**src/t8_pkg.sv**
```systemverilog
// Constants, field layouts and types of the 8-bit timer/counter
package t8_pkg;
    // ---------------------------------------------------------------
    // Register offsets
    // ---------------------------------------------------------------
    localparam logic [3:0] ADDR_CTRL_A = 4'h0;
    localparam logic [3:0] ADDR_CTRL_B = 4'h1;
    localparam logic [3:0] ADDR_COUNTER = 4'h2;
    localparam logic [3:0] ADDR_CMP_A = 4'h3;
    localparam logic [3:0] ADDR_CMP_B = 4'h4;
    localparam logic [3:0] ADDR_ASYNC = 4'h5;
    localparam logic [3:0] ADDR_FLAG = 4'h6;
    localparam logic [3:0] ADDR_MASK = 4'h7;

    // ---------------------------------------------------------------
    // Field positions and values
    // ---------------------------------------------------------------
    localparam int COM_A_LSB = 0;
    localparam int COM_B_LSB = 2;
    localparam int MODE_LSB = 4;
    localparam int FLAG_OVF = 0;
    localparam int FLAG_MATCH_A = 1;
    localparam int FLAG_MATCH_B = 2;
    localparam int ASYNC_SEL_BIT = 0;
    localparam logic [7:0] BOTTOM = 8'h00;
    localparam logic [7:0] MAX = 8'hFF;
    localparam logic [7:0] RESET_BYTE = 8'h00;
    localparam logic [2:0] FLAG_NONE = 3'h0;
    localparam logic [9:0] PSC_ZERO = 10'h000;
    localparam logic [9:0] PSC_ONE = 10'h001;

    // ---------------------------------------------------------------
    // Prescaler select masks
    // ---------------------------------------------------------------
    localparam logic [2:0] CS_OFF = 3'h0;
    localparam logic [9:0] PSC_MASK_1 = 10'h000;
    localparam logic [9:0] PSC_MASK_8 = 10'h007;
    localparam logic [9:0] PSC_MASK_32 = 10'h01F;
    localparam logic [9:0] PSC_MASK_64 = 10'h03F;
    localparam logic [9:0] PSC_MASK_128 = 10'h07F;
    localparam logic [9:0] PSC_MASK_256 = 10'h0FF;
    localparam logic [9:0] PSC_MASK_1024 = 10'h3FF;

    // ---------------------------------------------------------------
    // Types
    // ---------------------------------------------------------------
    typedef enum logic [2:0] {
        MODE_NORMAL = 3'b000,
        MODE_PHASE_MAX = 3'b001,
        MODE_CTC = 3'b010,
        MODE_FAST_MAX = 3'b011,
        MODE_RSV_4 = 3'b100,
        MODE_PHASE_OCA = 3'b101,
        MODE_RSV_6 = 3'b110,
        MODE_FAST_OCA = 3'b111
    } t8_mode_type;

    typedef enum logic [1:0] {
        COM_OFF = 2'b00,
        COM_TOGGLE = 2'b01,
        COM_CLEAR = 2'b10,
        COM_SET = 2'b11
    } t8_com_type;
endpackage

```
**src/t8_cnt_if.sv**
```systemverilog
// Counter state shared from the core to each compare channel
`timescale 1ns/1ps
interface t8_cnt_if;
    logic [7:0] count;
    logic tick;
    logic count_up;
    logic at_top;
    logic buffered;
    logic buf_update;
    logic fast_pwm;
    logic phase_pwm;
    logic toggle_ok;

    modport core (output count, tick, count_up, at_top, buffered, buf_update,
        fast_pwm, phase_pwm, toggle_ok);
    modport chan (input count, tick, count_up, at_top, buffered, buf_update,
        fast_pwm, phase_pwm, toggle_ok);
endinterface

```
**src/t8_compare.sv**
```systemverilog
// One double-buffered compare channel with its waveform output
`timescale 1ns/1ps
module t8_compare (
    input wire logic clk,
    input wire logic reset_n,
    t8_cnt_if.chan cnt,
    input wire logic wr,
    input wire logic [7:0] wr_data,
    input wire logic [1:0] com,
    input wire logic toggle_allowed,
    output logic [7:0] value,
    output logic match,
    output logic wave_out
);
    logic [7:0] buf_reg, buf_next;
    logic [7:0] act_reg, act_next;
    logic wave_reg, wave_next;

    // -----------------------------------------------------------------
    // Compare and waveform
    // -----------------------------------------------------------------
    // compare on each timer tick, not in a cycle with a counter write
    assign match = cnt.tick && (cnt.count == act_reg);

    always_comb begin
        buf_next = buf_reg;
        act_next = act_reg;
        wave_next = wave_reg;
        if (wr) begin
            buf_next = wr_data;
        end
        // buffered or direct update
        if (!cnt.buffered && wr) begin
            act_next = wr_data;
        end else if (cnt.buffered && cnt.buf_update) begin
            act_next = buf_reg;
        end
        // waveform from match
        unique case (t8_pkg::t8_com_type'(com))
            t8_pkg::COM_OFF: wave_next = 1'b0;
            t8_pkg::COM_TOGGLE: begin
                // toggle gives io/2 at zero
                if (match && (toggle_allowed || !(cnt.fast_pwm || cnt.phase_pwm))) begin
                    wave_next = ~wave_reg;
                end
            end
            t8_pkg::COM_CLEAR, t8_pkg::COM_SET: begin
                if (cnt.fast_pwm) begin
                    if (match) begin
                        wave_next = com[0];
                    end else if (cnt.tick && cnt.at_top) begin
                        wave_next = ~com[0];
                    end
                end else if (cnt.phase_pwm) begin
                    // clear up, set down
                    if (match) begin
                        wave_next = cnt.count_up ? com[0] : ~com[0];
                    end
                end else if (match) begin
                    wave_next = com[0];
                end
            end
        endcase
    end

    always_ff @(posedge clk or negedge reset_n) begin
        if (!reset_n) begin
            buf_reg <= t8_pkg::RESET_BYTE;
            act_reg <= t8_pkg::RESET_BYTE;
            wave_reg <= 1'b0;
        end else begin
            buf_reg <= buf_next;
            act_reg <= act_next;
            wave_reg <= wave_next;
        end
    end

    assign value = act_reg;
    assign wave_out = wave_reg;
endmodule

```
**src/t8_timer.sv**
```systemverilog
// Top of the 8-bit timer/counter with register port and interrupt
`timescale 1ns/1ps
// How it works
// Counter and compare registers are eight bits
// Flags visible, each gated by mask
// Clock from prescaler or oscillator pin
// No clock source: counter holds
// Async select bit switches to oscillator
// Compare values checked every cycle; the code compares on timer ticks only, not in a cycle with a counter write
// Matches drive waveform outputs
// Match sets channel flag, can interrupt
// Bottom is value zero
// Maximum is value 255
// Top is 255 or compare A
// Counter counts up or down
// Toggle on zero compare gives io/2
// Fast PWM buffered, CTC writes direct
// Phase PWM reverses, holds top once
// Phase PWM overflow flag at bottom
// Phase PWM clear up, set down
// Flags cleared by service or one
// Oscillator input synchronised to io clock
module t8_timer (
    input wire logic clk,
    input wire logic reset_n,
    input wire logic [3:0] addr,
    input wire logic [7:0] wr_data,
    input wire logic wr_en,
    input wire logic rd_en,
    output logic [7:0] rd_data,
    input wire logic osc_in_pin,
    output logic osc_out_pin,
    input wire logic [2:0] irq_ack,
    output logic wave_out_a,
    output logic wave_out_b,
    output logic irq
);
    // -----------------------------------------------------------------
    // Registers
    // -----------------------------------------------------------------
    logic [7:0] ctrl_a_reg, ctrl_a_next;
    logic [2:0] clk_sel_reg, clk_sel_next;
    logic async_clock_select_reg, async_clock_select_next;
    logic [2:0] irq_flag_reg, irq_flag_next;
    logic [2:0] irq_mask_reg, irq_mask_next;
    logic [7:0] rd_data_reg, rd_data_next;
    // eight-bit count and compares
    logic [7:0] counter_value_reg, counter_value_next;
    logic count_up_reg, count_up_next;
    logic [9:0] psc_reg, psc_next;
    logic osc_meta_reg, osc_sync_reg, osc_prev_reg, osc_out_reg;

    t8_cnt_if cnt ();

    t8_pkg::t8_mode_type mode;
    logic [1:0] com_a, com_b;
    logic [7:0] compare_value_a, compare_value_b;
    logic [7:0] top;
    logic match_a, match_b;
    logic src_event, timer_tick, at_top, cnt_wr, ovf_event;
    logic [9:0] psc_mask;

    assign mode = t8_pkg::t8_mode_type'(ctrl_a_reg[t8_pkg::MODE_LSB +: 3]);
    assign com_a = ctrl_a_reg[t8_pkg::COM_A_LSB +: 2];
    assign com_b = ctrl_a_reg[t8_pkg::COM_B_LSB +: 2];
    assign cnt_wr = wr_en && addr == t8_pkg::ADDR_COUNTER;

    // -----------------------------------------------------------------
    // Clock source and prescaler
    // -----------------------------------------------------------------
    // two-flop sync, edge from second stage
    always_ff @(posedge clk or negedge reset_n) begin
        if (!reset_n) begin
            osc_meta_reg <= 1'b0;
            osc_sync_reg <= 1'b0;
            osc_prev_reg <= 1'b0;
            osc_out_reg <= 1'b0;
        end else begin
            osc_meta_reg <= osc_in_pin;
            osc_sync_reg <= osc_meta_reg;
            osc_prev_reg <= osc_sync_reg;
            osc_out_reg <= async_clock_select_reg & ~osc_sync_reg;
        end
    end
    assign osc_out_pin = osc_out_reg;

    // io clock unless async select set
    assign src_event = async_clock_select_reg ? (osc_sync_reg & ~osc_prev_reg) : 1'b1;

    always_comb begin
        unique case (clk_sel_reg)
            3'h0, 3'h1: psc_mask = t8_pkg::PSC_MASK_1;
            3'h2: psc_mask = t8_pkg::PSC_MASK_8;
            3'h3: psc_mask = t8_pkg::PSC_MASK_32;
            3'h4: psc_mask = t8_pkg::PSC_MASK_64;
            3'h5: psc_mask = t8_pkg::PSC_MASK_128;
            3'h6: psc_mask = t8_pkg::PSC_MASK_256;
            3'h7: psc_mask = t8_pkg::PSC_MASK_1024;
        endcase
    end

    // prescaled tick from chosen source
    assign timer_tick = clk_sel_reg != t8_pkg::CS_OFF && src_event
        && (psc_reg & psc_mask) == psc_mask;

    // -----------------------------------------------------------------
    // Counter unit
    // -----------------------------------------------------------------
    // top is 255 or compare A
    assign top = (mode == t8_pkg::MODE_CTC || mode == t8_pkg::MODE_PHASE_OCA
        || mode == t8_pkg::MODE_FAST_OCA) ? compare_value_a : t8_pkg::MAX;
    assign at_top = counter_value_reg == top;

    always_comb begin
        counter_value_next = counter_value_reg;
        count_up_next = count_up_reg;
        ovf_event = 1'b0;
        psc_next = psc_reg;
        if (clk_sel_reg != t8_pkg::CS_OFF && src_event) begin
            psc_next = psc_reg + t8_pkg::PSC_ONE;
        end
        if (cnt_wr) begin
            counter_value_next = wr_data;
        // idle without a clock source
        end else if (timer_tick) begin
            if (cnt.phase_pwm) begin
                // reverse at top, top held once
                if (count_up_reg) begin
                    if (at_top) begin
                        count_up_next = 1'b0;
                        counter_value_next = counter_value_reg - 8'h01;
                    end else begin
                        counter_value_next = counter_value_reg + 8'h01;
                    end
                // bottom is zero
                end else if (counter_value_reg == t8_pkg::BOTTOM) begin
                    count_up_next = 1'b1;
                    counter_value_next = counter_value_reg + 8'h01;
                    // overflow at bottom
                    ovf_event = 1'b1;
                end else begin
                    // count down
                    counter_value_next = counter_value_reg - 8'h01;
                end
            end else begin
                count_up_next = 1'b1;
                counter_value_next = at_top ? t8_pkg::BOTTOM : counter_value_reg + 8'h01;
                // wrap from max
                ovf_event = cnt.fast_pwm ? at_top : counter_value_reg == t8_pkg::MAX;
            end
        end
    end

    always_ff @(posedge clk or negedge reset_n) begin
        if (!reset_n) begin
            counter_value_reg <= t8_pkg::RESET_BYTE;
            count_up_reg <= 1'b1;
            psc_reg <= t8_pkg::PSC_ZERO;
        end else begin
            counter_value_reg <= counter_value_next;
            count_up_reg <= count_up_next;
            psc_reg <= psc_next;
        end
    end

    assign cnt.count = counter_value_reg;
    assign cnt.tick = timer_tick && !cnt_wr;
    assign cnt.count_up = count_up_reg;
    assign cnt.at_top = at_top;
    assign cnt.fast_pwm = mode == t8_pkg::MODE_FAST_MAX || mode == t8_pkg::MODE_FAST_OCA;
    assign cnt.phase_pwm = mode == t8_pkg::MODE_PHASE_MAX || mode == t8_pkg::MODE_PHASE_OCA;
    assign cnt.buffered = cnt.fast_pwm || cnt.phase_pwm;
    assign cnt.buf_update = timer_tick && at_top && (cnt.fast_pwm || count_up_reg);
    assign cnt.toggle_ok = mode == t8_pkg::MODE_FAST_OCA || mode == t8_pkg::MODE_PHASE_OCA;

    // -----------------------------------------------------------------
    // Compare channels
    // -----------------------------------------------------------------
    // In PWM, toggle on top-defining compare A only; B never toggles in PWM
    t8_compare u_cmp_a (
        .clk(clk),
        .reset_n(reset_n),
        .cnt(cnt.chan),
        .wr(wr_en && addr == t8_pkg::ADDR_CMP_A),
        .wr_data(wr_data),
        .com(com_a),
        .toggle_allowed(cnt.toggle_ok),
        .value(compare_value_a),
        .match(match_a),
        .wave_out(wave_out_a)
    );

    t8_compare u_cmp_b (
        .clk(clk),
        .reset_n(reset_n),
        .cnt(cnt.chan),
        .wr(wr_en && addr == t8_pkg::ADDR_CMP_B),
        .wr_data(wr_data),
        .com(com_b),
        .toggle_allowed(1'b0),
        .value(compare_value_b),
        .match(match_b),
        .wave_out(wave_out_b)
    );

    // -----------------------------------------------------------------
    // Register port and flags
    // -----------------------------------------------------------------
    always_comb begin
        ctrl_a_next = ctrl_a_reg;
        clk_sel_next = clk_sel_reg;
        async_clock_select_next = async_clock_select_reg;
        irq_mask_next = irq_mask_reg;
        irq_flag_next = irq_flag_reg;
        rd_data_next = t8_pkg::RESET_BYTE;
        if (wr_en) begin
            unique case (addr)
                t8_pkg::ADDR_CTRL_A: ctrl_a_next = wr_data;
                t8_pkg::ADDR_CTRL_B: clk_sel_next = wr_data[2:0];
                t8_pkg::ADDR_ASYNC: async_clock_select_next = wr_data[t8_pkg::ASYNC_SEL_BIT];
                t8_pkg::ADDR_MASK: irq_mask_next = wr_data[2:0];
                // write one clears
                t8_pkg::ADDR_FLAG: irq_flag_next = irq_flag_reg & ~wr_data[2:0];
                default: ;
            endcase
        end
        if (rd_en) begin
            unique case (addr)
                t8_pkg::ADDR_CTRL_A: rd_data_next = ctrl_a_reg;
                t8_pkg::ADDR_CTRL_B: rd_data_next = {5'h00, clk_sel_reg};
                t8_pkg::ADDR_COUNTER: rd_data_next = counter_value_reg;
                t8_pkg::ADDR_CMP_A: rd_data_next = compare_value_a;
                t8_pkg::ADDR_CMP_B: rd_data_next = compare_value_b;
                t8_pkg::ADDR_ASYNC: rd_data_next = {7'h00, async_clock_select_reg};
                t8_pkg::ADDR_FLAG: begin
                    rd_data_next = {5'h00, irq_flag_reg};
                    irq_flag_next = t8_pkg::FLAG_NONE;
                end
                t8_pkg::ADDR_MASK: rd_data_next = {5'h00, irq_mask_reg};
                default: rd_data_next = t8_pkg::RESET_BYTE;
            endcase
        end
        // service acknowledge clears
        irq_flag_next = irq_flag_next & ~irq_ack;
        // events set, set beats clear
        irq_flag_next[t8_pkg::FLAG_OVF] = irq_flag_next[t8_pkg::FLAG_OVF] | ovf_event;
        irq_flag_next[t8_pkg::FLAG_MATCH_A] = irq_flag_next[t8_pkg::FLAG_MATCH_A] | match_a;
        irq_flag_next[t8_pkg::FLAG_MATCH_B] = irq_flag_next[t8_pkg::FLAG_MATCH_B] | match_b;
    end

    always_ff @(posedge clk or negedge reset_n) begin
        if (!reset_n) begin
            ctrl_a_reg <= t8_pkg::RESET_BYTE;
            clk_sel_reg <= t8_pkg::CS_OFF;
            async_clock_select_reg <= 1'b0;
            irq_mask_reg <= t8_pkg::FLAG_NONE;
            irq_flag_reg <= t8_pkg::FLAG_NONE;
            rd_data_reg <= t8_pkg::RESET_BYTE;
        end else begin
            ctrl_a_reg <= ctrl_a_next;
            clk_sel_reg <= clk_sel_next;
            async_clock_select_reg <= async_clock_select_next;
            irq_mask_reg <= irq_mask_next;
            irq_flag_reg <= irq_flag_next;
            rd_data_reg <= rd_data_next;
        end
    end

    assign rd_data = rd_data_reg;
    // each flag gated by its mask bit
    assign irq = |(irq_flag_reg & irq_mask_reg);
endmodule

```
**config.mk**
```make
export PLATFORM = sky130hd
export DESIGN_NAME = t8_timer
export DESIGN_NICKNAME = d
export VERILOG_FILES = /design/src/t8_pkg.sv /design/src/t8_cnt_if.sv /design/src/t8_compare.sv /design/src/t8_timer.sv
export SDC_FILE = /design/constraint.sdc
export NUM_CORES = 1
export LEC_CHECK = 0
export ABC_AREA = 0
export BUFFER_PORTS_ARGS = -buffer_cell sky130_fd_sc_hd__buf_2
export CORE_MARGIN = 1.5
export CORE_UTILIZATION = 40
export DETAILED_ROUTE_END_ITERATION = 10
export PLACE_DENSITY_LB_ADDON = 0.2
export SYNTH_ARGS = -nofsm -noshare
export SYNTH_HDL_FRONTEND = slang
export SYNTH_SLANG_ARGS = --single-unit
```
**constraint.sdc**
```tcl
create_clock -name clk -period 6.6 [get_ports clk]
set_input_delay 1.32 -clock clk [delete_from_list [all_inputs] [get_ports clk]]
set_output_delay 1.32 -clock clk [all_outputs]
set_load 0.03 [all_outputs]
```
==> impl_metrics.env <==
export IMPL_outcome="completed"
export IMPL_final_nets=507
export IMPL_viasPerCell=5.87
export IMPL_fmax_mhz=307
export IMPL_grt_max_degree=84
export IMPL_async_flop_share_pct=100
export IMPL_die_w_um=111
export IMPL_cp_max_fo=16
export IMPL_synthTopCellsByArea="dfrtp_1 44%, mux2_2 8.9%, nand2_1 3.9%"
export IMPL_worst_pin_slew_ps=1050
export IMPL_syn_num_nets=493
export IMPL_dr_pass1_iters=5
export IMPL_vdd_drop_max_mv=0.202
export IMPL_drcViolationCount=0
export IMPL_synth_edff_count=0
export IMPL_finalCriticalPeriod_ps=3260
export IMPL_synthTopCellsByCount="82 x dfrtp_1, 49 x nand2_1, 37 x mux2_2"
export IMPL_hold_viol=0
export IMPL_maxSlewViolCount=0
export IMPL_cts_resized_gates=0
export IMPL_largest_reg_flops=10
export IMPL_grt_ovfl_total=0
export IMPL_post_drt_wl_per_cell_um=20.1
export IMPL_antenna_found_initial=0
export IMPL_yosys_warnings=0
export IMPL_leakage_nw=2.23
export IMPL_first_iter_violations=289
export IMPL_area_growth_pct=11.7
export IMPL_synth_top_cell_area_share_pct=43.9
export IMPL_p_per_area_nw_per_um2=365
export IMPL_clk_pin_slew_ps=60
export IMPL_arrival_ps=3440
export IMPL_grt_pass1_wl_um=20300
export IMPL_syn_inst=469
export IMPL_syn_mean_instance_area_sq_um=9.97
export IMPL_power_internal_mw=1.24
export IMPL_required_ps=6780
export IMPL_drv_cap=0
export IMPL_synth_ff_type="dfrtp_1"
export IMPL_seq_area_frac_synth_pct=44.4
export IMPL_n_antenna_cell=0
export IMPL_share_comb_of_total_power_pct=26.7
export IMPL_die_area_sq_um=12400
export IMPL_fin_area_sq_um=5230
export IMPL_finalWeightedCongestion=0.951
export IMPL_hpwl_um=8910
export IMPL_numCtsBuffers=9
export IMPL_swShare_pct=35.2
export IMPL_start_util_pct=41.0
export IMPL_postPlaceCellArea_sq_um=4890
export IMPL_fin_skew_ps=5.53
export IMPL_setup_violations=0
export IMPL_clock_sinks=83
export IMPL_yosysMostFrequentCell="dfrtp_1"
export IMPL_grt_util_all_layers_pct=21.5
export IMPL_synth_area_leader_cell="dfrtp_1"
export IMPL_port_buffers=31
export IMPL_critPathCaptureType="flip-flop"
export IMPL_ys_ff_latch=83
export IMPL_grt_pass1_vias=3599
export IMPL_ant_nets=0
export IMPL_setup_tns_ps=0
export IMPL_num_vias=3701
export IMPL_rows=39
export IMPL_crit_type="in2reg"
export IMPL_die_h_um=111
export IMPL_synth_distinct_cells=68
export IMPL_root_buffer="clkbuf_16"
export IMPL_fillers=1111
export IMPL_seqPwrFrac_pct=43.8
export IMPL_cts_tree="done"
export IMPL_crit_path_start_kind="input port"
export IMPL_coreArea_sq_um=11400
export IMPL_htreeDepth=3
export IMPL_rsz0062_at_grt="false"
export IMPL_finalWirelength_um=12700
export IMPL_cts_setup_buffers=0
export IMPL_switchingPower_uw=672
export IMPL_hold_class="reg2reg"
export IMPL_period_share_pct=49.4
export IMPL_synth_area_sq_um=4680
export IMPL_pwr_share_clk_pct=29.4
export IMPL_clock_latency_ps=340
export IMPL_clockBufferDepth=2
export IMPL_drive_above_1_share_pct=19.9
export IMPL_slew_headroom_pct=30.1
export IMPL_ios=32
export IMPL_hold_buffers=0
power by group through the flow:
stage	clock (mW)	sequential (mW)	combinational [mW]
global placement	0	0.837	0.495
finish	0.562	0.836	0.510
CTS	0.577	0.833	0.508
detailed placement	0	0.842	0.506
global route	0.591	0.855	0.568
floorplan	0	0.735	0.447
worst max-delay path, cell delays in order:
cell and delay, ps:
buf_2 190, nor2_1 160, nand2_1 90, nor2_1 380, nand2_1 340, nor2_1 730, o21ai_0 220
path summary, 6_finish.rpt:
kind / start / to / slack [ps] / cells after the start
setup / recovery: addr[1] / u_cmp_b.value[0]$_DFFE_PN0P_ / 3340 / 7
hold / removal: osc_meta_reg$_DFF_PN0_ / osc_sync_reg$_DFF_PN0_ / 350 / 0
setup reg to reg: ctrl_a_reg[4]$_DFFE_PN0P_ / u_cmp_a.value[6]$_DFFE_PN0P_ / 3510 / 7
hold reg to reg: osc_meta_reg$_DFF_PN0_ / osc_sync_reg$_DFF_PN0_ / 350 / 0
max in group asynchronous: reset_n / ctrl_a_reg[2]$_DFFE_PN0P_ / 4750 / 1
min in group asynchronous: reset_n / cnt.count[7]$_DFFE_PN0P_ / 1140 / 1
per-stage QoR:
stage / setup slack (ps) / utilization [%] / hold slack [ps] / cells / power [mW]
2_1_floorplan: 3580 / - / 331 / 469 / 1.18
3_3_place_gp: 3080 / 42.8 / 336 / 615 / 1.33
3_5_place_dp: 2990 / 42.8 / 340 / 615 / 1.35
4_1_cts: 3350 / 45.8 / 354 / 631 / 1.92
5_1_grt: 2940 / 45.8 / 378 / 631 / 2.01
6_report: 3340 / 45.8 / 350 / 631 / 1.91
cell usage in the layout (no fill, tap or decap), types with 9 or more instances in the layout:
cell / synthesis / routed
dfrtp_1: 82 / 82
nand2_1: 49 / 49
mux2_2: 37 / 37
buf_2: 7 / 30
nor2_1: 27 / 27
o21ai_0: 21 / 21
nand2b_1: 19 / 19
inv_1: 16 / 16
xnor2_1: 16 / 16
a21oi_1: 15 / 15
nand3_1: 13 / 13
mux2i_1: 12 / 12
clkbuf_16: 0 / 9
cells by family after synthesis:
kind of cell | count (synthesis) | share of synthesized area [%]
and+or+nand+nor | 154 | 16.8
AOI/OAI and AO/OA | 112 | 17.5
DFF | 83 | 44.4
muxes | 50 | 12.0
buffers and inverters | 45 | 4.20
xor gates and xnor gates | 21 | 4.09
adders and majority gates | 4 | 1.07
per-layer routing:
metal  routed length (um)  global-route usage [%]
met1                 5750                    29.4
met3                  506                    3.94
met4                  360                    9.79
met2                 6070                    33.1
met5                    0                       0
layout make-up:
class	count	area, sq um	share of cell area (%)
clock buffer	13	270	5.17
sequential	83	2080	39.8
tap	143	179	3.42
inverter	16	60.1	1.15
timing repair buffer	32	165	3.16
clock inverter	3	68.8	1.32
multi-input combinational	341	2400	46.0
(Power assumes the default switching activity.)
